## src/hdl/iolm_pkg.sv

```systemverilog
// package with constants and types of the io line function selector
package iolm_pkg;

  localparam int NUM_LINES = 4;

  // parameter addresses of the selection registers and the level status
  localparam logic [15:0] REG_LINE1_SEL = 16'h0722;
  localparam logic [15:0] REG_LINE2_SEL = 16'h0724;
  localparam logic [15:0] REG_LINE3_SEL = 16'h0726;
  localparam logic [15:0] REG_LINE4_SEL = 16'h0728;
  localparam logic [15:0] REG_LINE_LEVELS = 16'h0730;

  // selection codes
  localparam logic [15:0] FN_FREE_IN = 16'h0001;
  localparam logic [15:0] FN_FAULT_CLR = 16'h0002;
  localparam logic [15:0] FN_ENABLE = 16'h0003;
  localparam logic [15:0] FN_HALT = 16'h0004;
  localparam logic [15:0] FN_JOG_POS = 16'h0009;
  localparam logic [15:0] FN_JOG_NEG = 16'h000a;
  localparam logic [15:0] FN_JOG_FAST = 16'h000b;
  localparam logic [15:0] FN_HOME = 16'h0014;
  localparam logic [15:0] FN_UPPER_STOP = 16'h0015;
  localparam logic [15:0] FN_LOWER_STOP = 16'h0016;
  localparam logic [15:0] FN_FREE_OUT = 16'h0065;
  localparam logic [15:0] FN_NO_FAULT = 16'h0066;
  localparam logic [15:0] FN_READY = 16'h0067;

  // factory selections, element 0 is the first line
  localparam logic [3:0][15:0] FACTORY_SEL = {FN_HOME, FN_FREE_IN, FN_LOWER_STOP, FN_UPPER_STOP};

  // last step of the power-up load from the persistent store
  localparam logic [2:0] LOAD_LAST = 3'h4;

  typedef enum logic [1:0] {ST_LOAD, ST_IDLE, ST_ACC} iolm_state_t;

  // parameter access request and answer
  typedef struct packed {
    logic req;
    logic we;
    logic [15:0] addr;
    logic [15:0] wdata;
  } iolm_preq_t;

  typedef struct packed {
    logic ack;
    logic err;
    logic [15:0] rdata;
  } iolm_prsp_t;

  // drive status seen by the selector
  typedef struct packed {
    logic power_stage_on;
    logic local_control;
    logic no_fault;
    logic drive_ready;
  } iolm_drv_t;

  // drive functions fed from the lines
  typedef struct packed {
    logic fault_clear;
    logic enable;
    logic halt;
    logic jog_pos;
    logic jog_neg;
    logic jog_fast;
    logic home_switch;
    logic upper_travel_stop;
    logic lower_travel_stop;
  } iolm_func_t;

  // persistent store state
  typedef struct packed {
    logic [3:0][15:0] mem;
    logic [15:0] rdata;
  } iolm_store_t;

  // selector core state
  typedef struct packed {
    iolm_state_t st;
    logic [2:0] cnt;
    logic preq_we;
    logic [15:0] preq_addr;
    logic [15:0] preq_wdata;
    logic [3:0][15:0] sel;
    logic [3:0] sync1;
    logic [3:0] sync2;
    iolm_prsp_t rsp;
    logic [3:0] line_out;
    logic [3:0] line_oe_n;
    iolm_func_t func;
  } iolm_core_t;

endpackage : iolm_pkg

```

## src/hdl/iolm_store.sv

```systemverilog
// persistent selection store with registered read port
`timescale 1ns/1ps
`default_nettype none

module iolm_store (
  input wire logic sys_clk,
  input wire logic nrst,
  input wire logic restore_factory,
  input wire logic wr_en,
  input wire logic [1:0] wr_idx,
  input wire logic [15:0] wr_data,
  input wire logic [1:0] rd_idx,
  output logic [15:0] rd_data
);

  iolm_pkg::iolm_store_t st_ff;
  iolm_pkg::iolm_store_t nxt_st;

  // the array is kept over reset on purpose: it models non-volatile memory
  always_comb begin
    nxt_st = st_ff;
    nxt_st.rdata = st_ff.mem[rd_idx];
    if (restore_factory) begin
      nxt_st.mem = iolm_pkg::FACTORY_SEL;
    end else if (wr_en) begin
      nxt_st.mem[wr_idx] = wr_data;
    end
    if (!nrst) begin
      nxt_st.rdata = 16'h0000;
    end
  end

  always_ff @(posedge sys_clk) begin
    st_ff <= nxt_st;
  end

  assign rd_data = st_ff.rdata;

endmodule : iolm_store

`default_nettype wire

```

## src/hdl/iolm_mux.sv

```systemverilog
// function selector for the four local digital lines
// Summary of operation
// RULE1 - code 1 makes a line a plain input with no drive function
// RULE2 - code 2 is fault clear, code 3 enable, both only under local control
// RULE3 - code 4 makes the line a halt request input
// RULE4 - codes 9, 10, 11 are jog positive, jog negative and jog fast/slow inputs
// RULE5 - code 20, homing switch, is accepted on all four lines
// RULE6 - code 21, upper travel stop, is accepted only on line one
// RULE7 - code 22, lower travel stop, is accepted only on line two
// RULE8 - lines three and four take only common and output codes, no travel stops
// RULE9 - codes 101, 102, 103 make outputs: free, no fault, ready
// RULE10 - selection writes are taken only while the power stage is off
// RULE11 - new selection is stored but acts only after the next power-up
// RULE12 - factory: upper stop, lower stop, free input, homing switch
// RULE13 - levels of free input lines are readable in a status parameter
// RULE14 - a code not allowed for that line is refused, old value kept
`timescale 1ns/1ps
`default_nettype none

module iolm_mux (
  input wire logic sys_clk,
  input wire logic nrst,
  input wire logic restore_factory,
  input wire iolm_pkg::iolm_preq_t preq,
  output logic preq_ready,
  output iolm_pkg::iolm_prsp_t prsp,
  input wire iolm_pkg::iolm_drv_t drv,
  input wire logic [3:0] free_out_value,
  input wire logic [3:0] line_in,
  output logic [3:0] line_out,
  output logic [3:0] line_oe_n,
  output iolm_pkg::iolm_func_t func,
  output logic [3:0] line_actual_levels
);

  iolm_pkg::iolm_core_t st_ff;
  iolm_pkg::iolm_core_t nxt_st;
  logic st_wr_en;
  logic [1:0] st_wr_idx;
  logic [1:0] st_rd_idx;
  logic [15:0] st_rd_data;

  // selection code allowed on line idx (0 is line one)
  function automatic logic code_legal(input logic [1:0] idx, input logic [15:0] code);
    logic ok;
    ok = 1'b0;
    if (code == iolm_pkg::FN_FREE_IN || code == iolm_pkg::FN_FAULT_CLR ||
        code == iolm_pkg::FN_ENABLE || code == iolm_pkg::FN_HALT) begin
      ok = 1'b1; // see RULE1 see RULE2 see RULE3
    end else if (code == iolm_pkg::FN_JOG_POS || code == iolm_pkg::FN_JOG_NEG ||
                 code == iolm_pkg::FN_JOG_FAST) begin
      ok = 1'b1; // see RULE4
    end else if (code == iolm_pkg::FN_HOME) begin
      ok = 1'b1; // see RULE5
    end else if (code == iolm_pkg::FN_UPPER_STOP) begin
      ok = (idx == 2'h0); // see RULE6 see RULE8
    end else if (code == iolm_pkg::FN_LOWER_STOP) begin
      ok = (idx == 2'h1); // see RULE7 see RULE8
    end else if (code == iolm_pkg::FN_FREE_OUT || code == iolm_pkg::FN_NO_FAULT ||
                 code == iolm_pkg::FN_READY) begin
      ok = 1'b1; // see RULE9
    end
    return ok;
  endfunction : code_legal

  // selection register address to line index, hit flag in the top bit
  function automatic logic [2:0] addr_line(input logic [15:0] addr);
    logic [2:0] res;
    res = 3'h0;
    if (addr == iolm_pkg::REG_LINE1_SEL) begin
      res = 3'h4;
    end else if (addr == iolm_pkg::REG_LINE2_SEL) begin
      res = 3'h5;
    end else if (addr == iolm_pkg::REG_LINE3_SEL) begin
      res = 3'h6;
    end else if (addr == iolm_pkg::REG_LINE4_SEL) begin
      res = 3'h7;
    end
    return res;
  endfunction : addr_line

  // line is driven by the device for output codes
  function automatic logic is_output(input logic [15:0] code);
    return code == iolm_pkg::FN_FREE_OUT || code == iolm_pkg::FN_NO_FAULT ||
           code == iolm_pkg::FN_READY;
  endfunction : is_output

  // legality is judged here, so the store stays a plain word array
  iolm_store u_store (
    .sys_clk(sys_clk),
    .nrst(nrst),
    .restore_factory(restore_factory),
    .wr_en(st_wr_en),
    .wr_idx(st_wr_idx),
    .wr_data(st_ff.preq_wdata),
    .rd_idx(st_rd_idx),
    .rd_data(st_rd_data)
  );

  // store port: loader walks the lines, otherwise the pending request line is read
  // the read starts in the taking cycle, so the answer needs no extra wait state
  always_comb begin
    logic [2:0] hit;
    logic [2:0] req_hit;
    hit = addr_line(st_ff.preq_addr);
    req_hit = addr_line(preq.addr);
    st_rd_idx = (st_ff.st == iolm_pkg::ST_LOAD) ? st_ff.cnt[1:0] : req_hit[1:0];
    st_wr_idx = hit[1:0];
    st_wr_en = 1'b0;
    if (st_ff.st == iolm_pkg::ST_ACC && st_ff.preq_we && hit[2] && !drv.power_stage_on &&
        code_legal(hit[1:0], st_ff.preq_wdata)) begin
      st_wr_en = 1'b1; // see RULE10 see RULE14 see RULE11
    end
  end

  // next state of the whole selector
  always_comb begin
    logic [2:0] hit;
    logic [3:0] lvl;
    nxt_st = st_ff;
    hit = addr_line(st_ff.preq_addr);
    lvl = st_ff.sync2;
    // pins are asynchronous: two flip-flops before any logic reads them
    nxt_st.sync1 = line_in;
    nxt_st.sync2 = st_ff.sync1;
    nxt_st.rsp.ack = 1'b0;
    case (st_ff.st)
      iolm_pkg::ST_LOAD: begin
        // active selections only change here, right after reset
        // one spare step, because the store read port is registered
        if (st_ff.cnt != 3'h0) begin
          nxt_st.sel[st_ff.cnt[1:0] - 2'h1] = st_rd_data; // see RULE11
        end
        nxt_st.cnt = st_ff.cnt + 3'h1;
        if (st_ff.cnt == iolm_pkg::LOAD_LAST) begin
          nxt_st.st = iolm_pkg::ST_IDLE;
        end
      end
      iolm_pkg::ST_IDLE: begin
        if (preq.req) begin
          nxt_st.preq_we = preq.we;
          nxt_st.preq_addr = preq.addr;
          nxt_st.preq_wdata = preq.wdata;
          nxt_st.st = iolm_pkg::ST_ACC;
        end
      end
      iolm_pkg::ST_ACC: begin
        nxt_st.rsp.ack = 1'b1;
        nxt_st.rsp.err = 1'b0;
        nxt_st.rsp.rdata = 16'h0000;
        if (st_ff.preq_addr == iolm_pkg::REG_LINE_LEVELS) begin
          nxt_st.rsp.err = st_ff.preq_we;
          nxt_st.rsp.rdata = {12'h000, lvl}; // see RULE13
        end else if (!hit[2]) begin
          nxt_st.rsp.err = 1'b1;
        end else if (st_ff.preq_we) begin
          // refused writes leave the stored selection untouched
          nxt_st.rsp.err = drv.power_stage_on || !code_legal(hit[1:0], st_ff.preq_wdata); // see RULE10 see RULE14
        end else begin
          nxt_st.rsp.rdata = st_rd_data; // reads show the stored, not the active, value
        end
        nxt_st.st = iolm_pkg::ST_IDLE;
      end
      default: begin
        nxt_st.st = iolm_pkg::ST_IDLE;
      end
    endcase
    // line functions follow the active selections
    // several lines on one code are ored, so either of them acts
    nxt_st.func = '0;
    for (int i = 0; i < iolm_pkg::NUM_LINES; i++) begin
      nxt_st.line_oe_n[i] = !is_output(st_ff.sel[i]);
      nxt_st.line_out[i] = 1'b0;
      case (st_ff.sel[i])
        iolm_pkg::FN_FAULT_CLR: nxt_st.func.fault_clear |= lvl[i] & drv.local_control; // see RULE2
        iolm_pkg::FN_ENABLE: nxt_st.func.enable |= lvl[i] & drv.local_control; // see RULE2
        iolm_pkg::FN_HALT: nxt_st.func.halt |= lvl[i]; // see RULE3
        iolm_pkg::FN_JOG_POS: nxt_st.func.jog_pos |= lvl[i]; // see RULE4
        iolm_pkg::FN_JOG_NEG: nxt_st.func.jog_neg |= lvl[i]; // see RULE4
        iolm_pkg::FN_JOG_FAST: nxt_st.func.jog_fast |= lvl[i]; // see RULE4
        iolm_pkg::FN_HOME: nxt_st.func.home_switch |= lvl[i]; // see RULE5
        iolm_pkg::FN_UPPER_STOP: nxt_st.func.upper_travel_stop |= lvl[i]; // see RULE6
        iolm_pkg::FN_LOWER_STOP: nxt_st.func.lower_travel_stop |= lvl[i]; // see RULE7
        iolm_pkg::FN_FREE_OUT: nxt_st.line_out[i] = free_out_value[i]; // see RULE9
        iolm_pkg::FN_NO_FAULT: nxt_st.line_out[i] = drv.no_fault; // see RULE9
        iolm_pkg::FN_READY: nxt_st.line_out[i] = drv.drive_ready; // see RULE9
        default: begin
          // free input and unknown codes drive nothing into the drive
        end
      endcase
    end
    // synchronous reset: lines released, factory set until the load finishes
    if (!nrst) begin
      nxt_st = '0;
      nxt_st.st = iolm_pkg::ST_LOAD;
      nxt_st.sel = iolm_pkg::FACTORY_SEL; // see RULE12
      nxt_st.line_oe_n = 4'hf;
    end
  end

  // one register stage for all state keeps prsp, line_out, line_oe_n and func straight from flops
  always_ff @(posedge sys_clk) begin
    st_ff <= nxt_st;
  end

  // levels of lines set to free input, others read zero
  always_comb begin
    for (int i = 0; i < iolm_pkg::NUM_LINES; i++) begin
      line_actual_levels[i] = st_ff.sync2[i] && st_ff.sel[i] == iolm_pkg::FN_FREE_IN; // see RULE13
    end
  end

  // ready is combinational, so a request can be taken while the answer shows
  assign preq_ready = (st_ff.st == iolm_pkg::ST_IDLE);
  assign prsp = st_ff.rsp;
  assign line_out = st_ff.line_out;
  assign line_oe_n = st_ff.line_oe_n;
  assign func = st_ff.func;

endmodule : iolm_mux

`default_nettype wire

```

## config.mk

```make
export PLATFORM = sky130hd
export DESIGN_NAME = iolm_mux
export DESIGN_NICKNAME = d
export VERILOG_FILES = /design/src/hdl/iolm_pkg.sv /design/src/hdl/iolm_store.sv /design/src/hdl/iolm_mux.sv
export SDC_FILE = /design/constraint.sdc
export NUM_CORES = 1
export LEC_CHECK = 0
export BUFFER_PORTS_ARGS = -buffer_cell sky130_fd_sc_hd__buf_4
export CAP_MARGIN = 10
export CELL_PAD_IN_SITES_DETAIL_PLACEMENT = 0
export CELL_PAD_IN_SITES_GLOBAL_PLACEMENT = 1
export CORE_MARGIN = 2
export CORE_UTILIZATION = 41
export DETAILED_ROUTE_END_ITERATION = 8
export GPL_ROUTABILITY_DRIVEN = 0
export PLACE_DENSITY = 0.87
export SKIP_LAST_GASP = 1
export SLEW_MARGIN = 20
export SYNTH_ARGS = -nofsm -noshare
export SYNTH_HDL_FRONTEND = slang
export SYNTH_HIERARCHICAL = 1
export SYNTH_SLANG_ARGS = --single-unit
```

## constraint.sdc

```tcl
create_clock -name sys_clk -period 2.8 [get_ports sys_clk]
set_input_delay 0.28 -clock sys_clk [delete_from_list [all_inputs] [get_ports sys_clk]]
set_output_delay 0.28 -clock sys_clk [all_outputs]
set_load 0.01 [all_outputs]
```

# Yosys cells after proc, flatten, opt, wreduce, memory -nomap -nowiden
# Cells that the tools add are included.
# word_totals
ff_bits	225
latchBits	0
ram_bits	0
mem_bits_ro	0
out_inout_bits	40
word_cells	263
memories	0
# classes
addsub	2
n_mul	0
div	0
n_lt_le_gt_ge	5
n_eq_ne	80
shift	0
n_mux	77
n_bitwise	31
reduce_logical	38
# op_table
cell	count
equality test 16 x 4 -> 1 bit, second input constant	15
equality test 16 x 5 -> 1 bit, second input constant	15
equality test 16 x 7 -> 1 bit, second input constant	15
equality test 16 x 2 -> 1 bit, second input constant	10
equality test 16 x 11 -> 1 bit, second input constant	9
bitwise mux 64 bit	2
equality test 16 x 1 -> 1 bit, second input constant	5
equality test 16 x 3 -> 1 bit, second input constant	5
two-way mux 16 bit	5
demux 16 bit (select 2 bit)	2
two-way mux 1 bit	49
binary-select mux 16 bit (select 2 bit)	1
bitwise OR 1 bit	27
two-way mux 18 bit	1
two-way mux 17 bit	1
logical OR 1 bit	16
two-way mux 2 bit	7
two-way mux 3 bit	4
case mux 1 bit (3 select lines)	4
logical AND 1 bit	10
< comparator 2 x 3 -> 1 bit, second input constant	3
logical NOT 1 bit	6
AND reduction 2 bit	3
bitwise AND 1 bit	4
other kinds (11)	14

# Longest topological paths before layout
# logic_depth
ltp_word	21
ltp_mapped	10
ltp_nobuf	8

# Modules after synthesis
# The synthesis kept the hierarchy.
# by_module_without_submodules
module	instances	cells_per_inst	area_per_inst_um2
iolm_mux	1	718	6079.6
iolm_store	1	323	3455.8

# Worst setup path after synthesis
# Ideal clock, no wire load.
# synth_path
path_type	reg-to-reg
from	register st_ff[138] (netlist name)
to	register u_store/st_ff[21] in the netlist's numbering
t_arrival_ns	2.798
t_required_ns	2.679
path_slack_ns	-0.119
path_stages_with_launch	10
path_buffers	1
period_less_slack_ns	2.919
cell_sequence	dfxtp_1 or4b_4 or4_4 nor2_4 mux2i_1 a31oi_1 nor2_1 or3b_1 buf_6 mux2i_1
# synth_rtl
item	line_no	rtl
end signal: assignment	iolm_store.sv:34	st_ff <= nxt_st;
end: declaration	iolm_store.sv:16	iolm_pkg::iolm_store_t st_ff;

==> impl_metrics.toml <==
[synthesis]
yosysWarnings = 6
syn_inst = 1041
yosysTopAreaCellShare_pct = 47.2
async_flop_share_pct = 0
avgSynthCellArea_um2 = 9.16
syn_nets = 1095
yosysTopAreaCell = "dfxtp_1"
ys_top_cells_by_area = "dfxtp_1 (47%), mux2i_1 (10%), nand2_1 (6.1%)"
yosys_register_bits = 225
synth-edff-count = 0
synth.distinct_cells = 67
synth-seq-area-share_pct = 47.2
synthesis.area_mm2 = 0.00954
synth_flop_cell = "dfxtp_1"

[job]
maxCapViolCount = 0

[floorplan]
dieArea_mm2 = 0.0245
start_util_pct = 42.0
ios = 89
coreArea_mm2 = 0.0227
std_cell_rows = 55
chipWidth_um = 157
die_h_um = 157

[outcome]
status = "completed"

[place]
place_ws_ns = 0.0661
port_buffers = 88
dp_hpwl_um = 15700

[finish]
area_growth_syn_to_layout_pct = 19.2
finish.utilization_pct = 50.1
post_route_cells_drive_above_1_share_pct = 16.2
antenna_cells = 0
nets = 1163

[routing]
first_pass_iters = 4
drc = 0
routed_wl_um = 22800
dr.first_iter.drc_count = 472
vias = 7353
routed_via_density = 5.21
avgRoutedWirePerCell_um = 16.1
final_antenna_net_count = 0

[clock_network]
insertion_delay_ns = 0.51
cts-root-buf = "clkbuf_16"
clockBufferDepth = 3
htree_levels = 1
clk_pin_slew_ns = 0.06
tritoncts = "built"
cts_buffers = 24
clock_sinks = 225

[power_and_ir_drop]
powerDensity_mw_per_mm2 = 657
peakVddDrop_mv = 0.542
power.leakage_uw = 0.00447

[timing]
hold_viol = 0
fin_setup_tns_ns = 0
worst_slack_ns = 0.0657
tightest_slew_ns = 0.695
hold_ws_ns = 0.0334
post-route-period-util_pct = 97.7
setup_viol = 0
fmax_mhz = 366
finClkSkew_ns = 0.0110
period_minus_slack_ns = 2.73
slew_violations = 0
relSlewSlack_pct = 53.0
rsz0062_at_grt = "true"

[setup_path]
crit_path_top_delay_cell = "or4b_4"
crit_path_start_kind = "register"
path_buf_inv = 0
crit_chain = "or4b_4 -> or4_4 -> nor2_4 -> mux2i_2 -> a31oi_1 -> nor2_2 -> or3b_4 -> mux2i_1"
required_ns = 3.19
crit-reg2reg-launch = "st_ff[138]"
r2r-end = "u_store/st_ff[24]"
critPathCaptureType = "register"
crit_type = "register to register"
rr_worst_depth = 8
rrSetupSlack_ns = 0.07
cp_top_family = "simple AND/OR/NAND/NOR gates"
critPathMaxFanout = 11
cp_data_arrival_time_ns = 3.13
critPathMaxStageDelay_ns = 0.53

[global_routing]
grt_pass1_vias = 7188
antenna_found_initial = 0
grt_max_degree = 85
grt-ovfl-total = 0
track_usage_pct = 18.4
grt_pass1_wl_um = 36600

[worst_hold_path]
hold_end = "func[7]"
hp-class = "input pin to register"
hp-start = "drv[2]"
min_path_cells = 2
==> per-stage QoR <==
step | instances | power, uW | cell area [um2]
2_1_floorplan | 1041 | 4020 | 9540
3_3_place_gp | 1329 | 4280 | 10100
3_5_place_dp | 1329 | 4300 | 10100
4_1_cts | 1410 | 7530 | 11300
5_1_grt | 1412 | 7760 | 11400
6_report | 1412 | 7470 | 11400
==> area by class of cell <==
cell class              instances  area, um2
repair buffers                149       1280
clock inverters                 9        101
well taps                     285        357
flip-flops and latches        225       4510
fillers                      2087      11300
inverters                       7       26.3
clock buffers                  35        703
multi-input cells             702       4400
==> worst reg2reg max path, stage by stage, from the launching register on <==
cell and delay [ns]:
dfxtp_2 0.32, or4b_4 0.53, or4_4 0.44, nor2_4 0.13, mux2i_2 0.25, a31oi_1 0.12
nor2_2 0.16, or3b_4 0.51, mux2i_1 0.17
==> power by group <==
group / leakage, uW / switching, uW / total, uW / internal [uW]
Sequential: 0.00182 / 120 / 3410 / 3290
Clock: 0.000402 / 1260 / 3190 / 1930
Combinational: 0.00225 / 485 / 868 / 383
Total: 0.00447 / 1870 / 7470 / 5600
==> sequential cells by signal, indices dropped and copies added, names as in the netlist <==
signal and count:
line_oe_n 4, u_store/rd_data 16, prsp 18, st_ff 110
u_store/st_ff 64, func 9, line_out 4
==> synthesized netlist by cell type (6+ instances only) <==
cell type  instances
nor4_1            10
nand2b_1          83
dfxtp_1          225
nand3_1           19
o22ai_1           21
and2_1            11
nor2_1            76
mux2i_1           98
buf_4             53
a22o_1            34
clkbuf_1          42
inv_1              6
nand4_1           10
nand2_1          155
nor3_1            11
a21oi_1           70
a22oi_1           16
nor4b_1            7
buf_2             10
==> routing by layer <==
metal / vias up / GRT usage [%] / share of wire (%)
li1: 3701 / - / -
met1: 3440 / 24.0 / 45
met2: 182 / 31.8 / 48
met3: 30 / 3.05 / 4.8
met4: 0 / 4.76 / 2.0
met5: - / 0 / 0
==> cell usage in the layout, fill, tap and decap left out, drive strengths merged, types with 16 or more instances in the layout <==
master and instances:
a21oi 70, a22o 35, a22oi 16, buf 112, clkbuf 35, dfxtp 225, dlygate4sd3 37, mux2i 98
nand2 155, nand2b 84, nand3 20, nor2 77, o22ai 21
==> cells by family (layout without fill, tap and decap cells) <==
family          Yosys count  in the layout  synth area share [%]
mux                     101            101                  10.6
fa+ha+maj                 5              5                 0.656
flops                   225            225                  47.2
buf+inv                 114            200                  6.89
simple gates            426            426                  22.8
compound gates          167            167                  11.5
xor+xnor                  3              3                 0.276
==> how the worst max path moves through the flow <==
| stage | end | cells after the start | startpoint |
|---|---|---|---|
| after floorplan | u_store/st_ff[21] | 9 | st_ff[138] |
| after global placement | u_store/st_ff[26] | 8 | st_ff[138] |
| after detailed placement | u_store/st_ff[32] | 10 | st_ff[138] |
| after CTS | u_store/st_ff[32] | 10 | st_ff[138] |
| after global routing | u_store/st_ff[25] | 8 | st_ff[138] |
| final | u_store/st_ff[24] | 8 | st_ff[138] |
==> repair_timing <==
item | 4_1_cts | 5_1_grt
buffers inserted | 0 | 2
endpoints found under the setup margin | 0 | 50
gates resized for setup | 0 | 10
hold buffers | 37 | 0
endpoints found under the hold margin | 37 | 0
Power figures use the tool's default switching activity.
